<file path="src/spm_pkg.sv">
// Purpose: Shared constants and types for the serial memory command front end
// Assumes: Pins sampled by clk_sys; 8-bit status byte; 16-bit addresses
// Notes:   Nonvolatile guard bits load their reset value at power-up reset
// Notes on behaviour
// Only modes 0 and 3; clock level at each select fall picks the mode.
// Host presents first bit for the first rising clock edge after select.
// Inputs captured on rising clock edges; outputs change on falling edges.
// All transfers are 8-bit groups, most significant bit first.
// First byte after select falls is the opcode; address and data follow.
// One opcode per select-low period; further bytes never start a command.
// Latch set is 06h, latch clear is 04h, status fetch is 05h.
// Status store is 01h, memory read is 03h, memory write is 02h.
// Quick fetch is 0bh, sleep entry is b9h, identity fetch is 9fh.
// Exactly ten opcodes; serial number fetch is c3h.
// Write latch clear at power-up; set by latch set before any write.
// Status store never changes the write latch flag from its data byte.
// Completing a memory write or status store clears the write latch.
// Latch clear command clears the write latch, disabling all writes.
// After status fetch the device shifts out the current status byte.
// Bit7 pin guard, bits3:2 block guard, bit1 latch; bit6 one, others zero.
// Block guard and pin guard enable are nonvolatile; latch is volatile.
// Guard 00 none, 01 c000h-ffffh, 10 8000h-ffffh, 11 whole array.
// Pin guard enable 1 with protect pin low refuses status store.
// Latch and block guard alone gate memory writes; latch clear refuses all.
// Host keeps the serial clock at or below 40 MHz.
// Host waits the power-up delay before the first select low.
// Select high ignores inputs; data out is driven only while returning data.
// Pause low suspends the operation and ignores clock and select.
// Unknown opcode is ignored with no state change until select rises.

package spm_pkg;

    // Opcodes
    localparam logic [7:0] OP_LATCH_SET   = 8'h06;
    localparam logic [7:0] OP_LATCH_CLEAR = 8'h04;
    localparam logic [7:0] OP_STAT_FETCH  = 8'h05;
    localparam logic [7:0] OP_STAT_STORE  = 8'h01;
    localparam logic [7:0] OP_MEM_READ    = 8'h03;
    localparam logic [7:0] OP_MEM_WRITE   = 8'h02;
    localparam logic [7:0] OP_QUICK_FETCH = 8'h0b;
    localparam logic [7:0] OP_SLEEP       = 8'hb9;
    localparam logic [7:0] OP_ID_FETCH    = 8'h9f;
    localparam logic [7:0] OP_SN_FETCH    = 8'hc3;

    // Status byte layout
    localparam int         PIN_GUARD_BIT = 7;
    localparam int         GUARD_HI_BIT  = 3;
    localparam int         GUARD_LO_BIT  = 2;
    localparam int         LATCH_BIT     = 1;
    localparam logic [7:0] STAT_FIXED    = 8'h40;

    // Reset values and counts
    localparam logic [2:0] NV_RESET  = 3'h0;
    localparam logic [2:0] LAST_BIT  = 3'h7;
    localparam logic [4:0] PINS_IDLE = 5'h13;

    // Guarded ranges
    localparam logic [15:0] QUARTER_BASE = 16'hc000;
    localparam logic [15:0] HALF_BASE    = 16'h8000;

    // Pin bundle, in order select, clock, data, pause, protect
    typedef struct packed {
        logic select_n;
        logic clk;
        logic data_in;
        logic pause_n;
        logic protect_n;
    } spm_pins_type;

    typedef struct packed {
        logic [15:0] addr;
        logic [7:0]  data;
    } spm_mem_write_type;

    typedef enum logic [2:0] {
        ST_IDLE, ST_OPCODE, ST_STAT_OUT, ST_STAT_IN,
        ST_ADDR, ST_WDATA, ST_HANDOFF, ST_IGNORE
    } spm_state_type;

endpackage

</file>
<file path="src/spm_front.sv">
// Purpose: Command framing, write latch, status register and write guard
// Assumes: Serial clock well below a quarter of clk_sys
// Notes:   Memory read, sleep and identity phases are handed off
`timescale 1ns/100ps
`default_nettype none

module spm_front (
    input  wire logic                       clk_sys,      // 250 MHz clock
    input  wire logic                       reset,        // Sync, high
    input  wire spm_pkg::spm_pins_type      pins,         // Raw pins
    output logic                            data_out,     // Serial out
    output logic                            data_out_en,  // Drive enable
    output logic                            spi_mode3,    // Mode 3 seen
    output logic [7:0]                      protection_status, // Status
    output logic                            mem_wr_valid, // Write pulse
    output spm_pkg::spm_mem_write_type      mem_wr,       // Address, data
    output logic                            mem_wr_refused, // Blocked
    output logic                            handoff_valid, // Other opcode
    output logic [7:0]                      handoff_op    // Its opcode
);
    import spm_pkg::*;

    spm_pins_type  pins_s;
    spm_pins_type  pins_q;
    spm_state_type state;
    spm_state_type next_state;
    logic          in_frame;
    logic [6:0]    rx_shift;
    logic [2:0]    bit_cnt;
    logic [7:0]    tx_shift;
    logic [2:0]    tx_cnt;
    logic          latch;
    logic          pin_guard_enable;
    logic [1:0]    block_guard;
    logic [15:0]   wr_addr;
    logic          addr_second;
    logic          wr_permit;

    spm_sync #(
        .WIDTH     (5),
        .RESET_VAL (PINS_IDLE)
    ) u_sync (
        .clk_sys  (clk_sys),
        .reset    (reset),
        .async_in (pins),
        .sync_out (pins_s)
    );

    spm_guard u_guard (
        .clk_sys (clk_sys),
        .reset   (reset),
        .addr    (wr_addr),
        .guard   (block_guard),
        .latch   (latch),
        .permit  (wr_permit)
    );

    // Previous synchronised levels for edge finding
    always_ff @(posedge clk_sys) begin
        if (reset) begin
            pins_q <= PINS_IDLE;
        end else begin
            pins_q <= pins_s;
        end
    end

    // Edge decode; pause masks clock and select alike
    wire pause_on = !pins_s.pause_n;
    wire sel_fall = pins_q.select_n && !pins_s.select_n && !pause_on;
    wire sel_rise = !pins_q.select_n && pins_s.select_n && !pause_on;
    wire clk_rise = in_frame && !pause_on && !pins_q.clk && pins_s.clk;
    wire clk_fall = in_frame && !pause_on && pins_q.clk && !pins_s.clk;
    wire byte_done = clk_rise && (bit_cnt == LAST_BIT);
    wire [7:0] rx_byte = {rx_shift, pins_s.data_in};

    // Opcode decode, only on the first byte of a frame
    wire op_done = byte_done && (state == ST_OPCODE);
    wire is_set   = op_done && rx_byte == OP_LATCH_SET;
    wire is_clear = op_done && rx_byte == OP_LATCH_CLEAR;
    wire is_fetch = op_done && rx_byte == OP_STAT_FETCH;
    wire is_store = op_done && rx_byte == OP_STAT_STORE;
    wire is_write = op_done && rx_byte == OP_MEM_WRITE;
    wire is_other = op_done && (rx_byte == OP_MEM_READ ||
                    rx_byte == OP_QUICK_FETCH ||
                    rx_byte == OP_SLEEP ||
                    rx_byte == OP_ID_FETCH ||
                    rx_byte == OP_SN_FETCH);

    // Status store takes effect on its data byte when not refused
    wire store_done  = byte_done && (state == ST_STAT_IN);
    wire pin_block   = pin_guard_enable && !pins_s.protect_n;
    wire store_apply = store_done && latch && !pin_block;
    wire data_done   = byte_done && (state == ST_WDATA);
    wire write_end   = sel_rise &&
                       (state == ST_ADDR || state == ST_WDATA);

    // Status byte: fixed bits are constants, never stored
    assign protection_status = STAT_FIXED |
        ({7'h0, pin_guard_enable} << PIN_GUARD_BIT) |
        ({7'h0, block_guard[1]} << GUARD_HI_BIT) |
        ({7'h0, block_guard[0]} << GUARD_LO_BIT) |
        ({7'h0, latch} << LATCH_BIT);

    // Frame state; unknown opcodes fall into the ignore state
    always_comb begin
        next_state = state;
        case (state)
            ST_OPCODE: begin
                if (op_done) begin
                    if (is_fetch) begin
                        next_state = ST_STAT_OUT;
                    end else if (is_store) begin
                        next_state = ST_STAT_IN;
                    end else if (is_write) begin
                        next_state = ST_ADDR;
                    end else if (is_other) begin
                        next_state = ST_HANDOFF;
                    end else begin
                        next_state = ST_IGNORE;
                    end
                end
            end
            ST_STAT_IN: begin
                if (store_done) begin
                    next_state = ST_IGNORE;
                end
            end
            ST_ADDR: begin
                if (byte_done && addr_second) begin
                    next_state = ST_WDATA;
                end
            end
            default: begin
                next_state = state;
            end
        endcase
    end

    // Select frames every command; pause holds the frame open
    always_ff @(posedge clk_sys) begin
        if (reset) begin
            state    <= ST_IDLE;
            in_frame <= 1'b0;
        end else if (sel_rise) begin
            state    <= ST_IDLE;
            in_frame <= 1'b0;
        end else if (sel_fall) begin
            state    <= ST_OPCODE;
            in_frame <= 1'b1;
        end else begin
            state    <= next_state;
        end
    end

    // Mode is the clock level seen as select falls
    always_ff @(posedge clk_sys) begin
        if (reset) begin
            spi_mode3 <= 1'b0;
        end else if (sel_fall) begin
            spi_mode3 <= pins_s.clk;
        end
    end

    // Input shifter on rising edges, MSB first
    always_ff @(posedge clk_sys) begin
        if (reset || sel_fall) begin
            rx_shift <= 7'h00;
            bit_cnt  <= 3'h0;
        end else if (clk_rise) begin
            rx_shift <= rx_byte[6:0];
            bit_cnt  <= bit_cnt + 3'h1;
        end
    end

    // Write latch: volatile, cleared by power-up reset
    always_ff @(posedge clk_sys) begin
        if (reset) begin
            latch <= 1'b0;
        end else if (is_set) begin
            latch <= 1'b1;
        end else if (is_clear || store_apply || write_end) begin
            latch <= 1'b0;
        end
    end

    // Guard bits; the latch bit of the data byte is dropped
    always_ff @(posedge clk_sys) begin
        if (reset) begin
            pin_guard_enable <= NV_RESET[2];
            block_guard      <= NV_RESET[1:0];
        end else if (store_apply) begin
            pin_guard_enable <= rx_byte[PIN_GUARD_BIT];
            block_guard      <= rx_byte[GUARD_HI_BIT:GUARD_LO_BIT];
        end
    end

    // Address bytes then data bytes; address wraps at the top
    always_ff @(posedge clk_sys) begin
        if (reset || sel_fall) begin
            wr_addr     <= 16'h0000;
            addr_second <= 1'b0;
        end else if (byte_done && state == ST_ADDR) begin
            wr_addr     <= {wr_addr[7:0], rx_byte};
            addr_second <= 1'b1;
        end else if (data_done) begin
            wr_addr     <= wr_addr + 16'h0001;
        end
    end

    // Memory write strobe, only inside permitted ranges
    always_ff @(posedge clk_sys) begin
        if (reset) begin
            mem_wr_valid   <= 1'b0;
            mem_wr_refused <= 1'b0;
            mem_wr         <= '0;
        end else begin
            mem_wr_valid   <= data_done && wr_permit;
            mem_wr_refused <= data_done && !wr_permit;
            if (data_done) begin
                mem_wr <= '{addr: wr_addr, data: rx_byte};
            end
        end
    end

    // Opcodes whose phases live elsewhere are passed on
    always_ff @(posedge clk_sys) begin
        if (reset) begin
            handoff_valid <= 1'b0;
            handoff_op    <= 8'h00;
        end else begin
            handoff_valid <= is_other;
            if (is_other) begin
                handoff_op <= rx_byte;
            end
        end
    end

    // Status out on falling edges; repeats while clocks continue
    always_ff @(posedge clk_sys) begin
        if (reset) begin
            tx_shift <= 8'h00;
            tx_cnt   <= 3'h0;
            data_out <= 1'b0;
        end else if (is_fetch) begin
            tx_shift <= protection_status;
            tx_cnt   <= 3'h0;
        end else if (clk_fall && state == ST_STAT_OUT) begin
            data_out <= tx_shift[7];
            tx_cnt   <= tx_cnt + 3'h1;
            if (tx_cnt == LAST_BIT) begin
                tx_shift <= protection_status;
            end else begin
                tx_shift <= {tx_shift[6:0], 1'b0};
            end
        end
    end

    // Drive only while returning status; released by select or pause
    always_ff @(posedge clk_sys) begin
        if (reset || sel_rise || pause_on || !in_frame) begin
            data_out_en <= 1'b0;
        end else if (clk_fall && state == ST_STAT_OUT) begin
            data_out_en <= 1'b1;
        end
    end
endmodule // spm_front

`default_nettype wire

</file>
<file path="src/spm_guard.sv">
// Purpose: Decide whether a memory byte write may proceed
// Assumes: Latch and guard bits come from the status register
// Notes:   Pure combinational check; the pin guard plays no part here
`timescale 1ns/100ps
`default_nettype none

module spm_guard
    import spm_pkg::*;
(
    input  wire logic        clk_sys,  // System clock, checks only
    input  wire logic        reset,    // Sync reset, checks only
    input  wire logic [15:0] addr,     // Target address
    input  wire logic [1:0]  guard,    // Block guard hi, lo
    input  wire logic        latch,    // Write latch flag
    output logic             permit    // Write may proceed
);
    logic guarded;

    // Upper quarter, upper half or whole array
    assign guarded = (guard == 2'b11) ||
                     (guard == 2'b10 && addr >= HALF_BASE) ||
                     (guard == 2'b01 && addr >= QUARTER_BASE);
    assign permit  = latch && !guarded;
endmodule // spm_guard

`default_nettype wire

</file>
<file path="src/spm_sync.sv">
// Purpose: Two-stage synchroniser for a group of pin levels
// Assumes: Inputs are levels from outside the clk_sys domain
// Notes:   Only the second stage may be read by other logic
`timescale 1ns/100ps
`default_nettype none

module spm_sync #(
    parameter int                WIDTH     = 5,
    parameter logic [WIDTH-1:0]  RESET_VAL = '0
) (
    input  wire logic             clk_sys,   // System clock
    input  wire logic             reset,     // Sync reset, high
    input  wire logic [WIDTH-1:0] async_in,  // Raw pins
    output logic      [WIDTH-1:0] sync_out   // Synchronised levels
);
    logic [WIDTH-1:0] stage1;

    // Stage one feeds stage two only, to settle metastability
    always_ff @(posedge clk_sys) begin
        if (reset) begin
            stage1   <= RESET_VAL;
            sync_out <= RESET_VAL;
        end else begin
            stage1   <= async_in;
            sync_out <= stage1;
        end
    end
endmodule // spm_sync

`default_nettype wire

</file>
<file path="config.mk">
export PLATFORM = sky130hd
export DESIGN_NAME = spm_front
export DESIGN_NICKNAME = d
export VERILOG_FILES = /design/src/spm_pkg.sv /design/src/spm_front.sv /design/src/spm_guard.sv /design/src/spm_sync.sv
export SDC_FILE = /design/constraint.sdc
export NUM_CORES = 1
export LEC_CHECK = 0
export ABC_AREA = 1
export BUFFER_PORTS_ARGS = -buffer_cell sky130_fd_sc_hd__buf_2
export CAP_MARGIN = 20
export CORE_MARGIN = 2
export CORE_UTILIZATION = 50
export CTS_CLUSTER_SIZE = 8
export DETAILED_ROUTE_END_ITERATION = 12
export PLACE_DENSITY = 0.7
export SLEW_MARGIN = 10
export SYNTH_ARGS = -nofsm -noshare
export SYNTH_HDL_FRONTEND = slang
export SYNTH_SLANG_ARGS = --single-unit
</file>
<file path="constraint.sdc">
create_clock -name clk_sys -period 1.9 [get_ports clk_sys]
set_input_delay 0 -clock clk_sys [delete_from_list [all_inputs] [get_ports clk_sys]]
set_output_delay 0 -clock clk_sys [all_outputs]
set_load 0.005 [all_outputs]
</file>
==> flow_summary.ini <==
[outcome]
run_status = completed

[sta]
max_freq_mhz = 575
finalCriticalPeriod_ns = 1.74
rsz0062_at_grt = no
hold_violations = 0
maxSlewHeadroom = 0.661
maxSlewViolCount = 0
setup_viol = 0
worst_slew_pin_slew_ns = 0.508
skew_ns = 0.00836
tns_ns = 0
timing.final.crit_share = 0.915

[die]
core-area_um2 = 8130
die_w_um = 95.0
ios = 53
initial_core_util = 0.509
num_rows = 33
die_area_um2 = 9030
die_h_um = 95.0

[logic_synthesis]
async_flop_share = 0
syn_area_per_cell_um2 = 7.42
synth_edf_count = 0
synth_cell_type_count = 39
ys.flop_type = dfxtp_1
yosysSeqAreaShare = 0.459
netlist_area_um2 = 4140
postSynthCellCount = 558
yosys_warnings = 0
ys_ff_latch = 95

[final_layout]
insertedDiodeCount = 0
finalNetCount = 630
postLayoutCoreUtil = 0.588
final_cell_count_no_fill = 727
drive_gt1_frac = 0.172
syn_to_final_growth_pct = 15.4

[worst_setup_path]
required_ns = 2.15
path_class = reg -> reg
worstPathMaxFanout = 8
critical_path.top_delay_family = simple AND/OR/NAND/NOR gates
path_common_cell = ha_1
cp.arrival_ns = 1.99
timing.critical_path.buf_inv = 1
crit_slowest_cell = dfxtp_1
cp-start-kind = flip-flop
path_cells = ha_1, ha_1, nand3_2, nor2_4, nand2_2, inv_2, nand2_1, o211ai_1, nor2_1
slowest_delay_ns = 0.36
cp-end-kind = flip-flop

[grt]
grtUsageMet1 = 0.325
grt_pass1_vias = 3493
gr-usage-met3 = 0.0372
grt-busiest-layer = met2
grt_usage = 0.232
overflow = 0
grt_pass1_wl_mm = 16.4
grt_max_degree = 43
gr-usage-met2 = 0.366
antenna_found_initial = 0

[cts]
tritoncts = yes
clk_pin_slew_ns = 0.09
htree_levels = 3
root_buffer = clkbuf_8
clock_tree.buffer_depth = 2
clock_latency_ns = 0.35
numClockSinks = 95
cts_made_buffers = 9

[job]
maxCapViolCount = 0

[placed_design]
place_congestion = 0.890
dpl.cell_count = 700
hpwl_mm = 7.03
io_buffers = 48

[detailed_routing]
via_count = 3837
via_per_inst = 5.28
wl_mm = 9.75
drtIter0Drc = 307
drc_errors = 0
dr.pass1.iters = 4
ant_nets = 0
wl_per_cell_um = 13.4

[power]
p_leak_nw = 2.09
peakVddDrop_mv = 0.384
power.density_nw_per_um2 = 720

[min_path]
hold_path_class = in -> reg
## Yosys cell counts (3+ instances only)
| master | n | area, um^2 |
|---|---|---|
| o21ai_1 | 10 | 50.1 |
| nand2_4 | 4 | 45.0 |
| nor3_1 | 10 | 50.1 |
| o21ai_0 | 45 | 225 |
| nand4_1 | 8 | 50.1 |
| buf_2 | 4 | 20.0 |
| nand2_2 | 4 | 25.0 |
| a211oi_1 | 4 | 30.0 |
| or2_2 | 6 | 37.5 |
| dfxtp_1 | 95 | 1900 |
| inv_2 | 8 | 30.0 |
| nor2_4 | 4 | 45.0 |
| clkbuf_1 | 7 | 26.3 |
| nand3_1 | 30 | 150 |
| xor2_1 | 3 | 26.3 |
| nand2_1 | 91 | 342 |
| ha_1 | 6 | 75.1 |
| a21oi_1 | 55 | 275 |
| o211ai_1 | 3 | 22.5 |
| nor2_1 | 83 | 312 |
| inv_1 | 50 | 188 |
| buf_4 | 7 | 52.6 |
## tightest hold or removal path: stages
cell           delay [ns]
dlygate4sd3_1        0.51
buf_2                0.09
or2_2                0.08
## cell families (layout without fill, tap and decap cells)
family,count (synthesis),in the layout,synth area share
simple gates,249,249,0.275
compound gates,123,123,0.156
flops,95,95,0.459
buf+inv,79,141,0.0810
fa+ha+maj,6,6,0.0181
xor+xnor,4,4,0.00846
other cells,2,4,0.00181
## per-stage QoR
| stage | power (mW) | hold slack (ns) | cell area [um^2] | worst slack (ns) |
|---|---|---|---|---|
| after floorplan | 2.14 | 0.104 | 4150 | 0.339 |
| after CTS | 3.48 | 0.348 | 4750 | 0.0272 |
| final | 3.44 | 0.354 | 4780 | 0.162 |
| after global routing | 3.58 | 0.372 | 4780 | 0.00230 |
| after detailed placement | 2.18 | 0.187 | 4480 | 0.0553 |
| after global placement | 2.17 | 0.181 | 4480 | 0.132 |
## routing by layer
| layer | up-vias | wire (um) |
|---|---|---|
| met2 | 112 | 4390 |
| met5 | - | 0 |
| met4 | 0 | 162 |
| met1 | 1785 | 4680 |
| li1 | 1928 | - |
| met3 | 12 | 520 |
## final timing paths
kind | startpoint | endpoint | slack (ns) | cells past startpoint
worst max-delay path | bit_cnt[0] | wr_addr[2] | 0.16 | 9
worst min-delay path | pins[0] | u_sync.stage1[0] | 0.35 | 3
worst max register to register | bit_cnt[0] | wr_addr[2] | 0.16 | 9
worst min register to register | u_sync.stage1[2] | u_sync.sync_out[2] | 0.41 | 2
## registers in the layout, indices dropped and copies added (netlist names), 2 cells and up
| signal | cells |
|---|---|
| block_guard | 2 |
| mem_wr | 24 |
| pins_q | 2 |
| u_sync.sync_out | 5 |
| wr_addr | 16 |
| rx_shift | 7 |
| tx_cnt | 3 |
| handoff_op | 8 |
| bit_cnt | 3 |
| tx_shift | 7 |
| u_sync.stage1 | 5 |
| state | 3 |
## power breakdown
part	internal, mW	switching (mW)	leakage (nW)	total [mW]
registers	2.00	0.0116	0.768	2.02
logic	0.0458	0.0795	1.22	0.125
clock network	0.640	0.660	0.100	1.30
## cells in the final DEF, fill, tap and decap left out, types with 2 or more instances in the layout
cell type      Yosys  layout
dfxtp_1           95      95
nand2_1           91      89
nor2_1            83      82
a21oi_1           55      55
inv_1             50      50
buf_2              4      48
o21ai_0           45      45
nand3_1           30      30
o21ai_1           10      10
nor3_1            10      10
clkbuf_8           0      10
buf_4              7      10
inv_2              8       8
nand4_1            8       8
dlygate4sd3_1      0       8
or2_2              6       6
ha_1               6       6
nand2_2            4       5
nand2_4            4       5
nor2_4             4       4
a211oi_1           4       4
conb_1             2       4
xor2_1             3       3
o211ai_1           3       3
clkinv_2           0       3
nor2_2             1       2
nand3_2            2       2
o21bai_1           2       2
clkbuf_1           7       2
## area by class of cell
cell class,instances,area [um^2]
Fill cell,773,3350
Multi-Input combinational cell,386,1920
Sequential cell,95,1900
Timing Repair Buffer,67,415
Inverter,58,218
Clock buffer,12,145
Tap cell,105,131
Clock inverter,4,45.0
## what timing repair did
action | 4_1_cts | 5_1_grt
setup endpoints to repair | 0 | 16
buffers inserted | 0 | 3
endpoints found under the hold margin | 10 | 0
resized for setup | 0 | 4
hold buffers | 8 | 0
No activity file was read; power rests on OpenSTA's default activity.
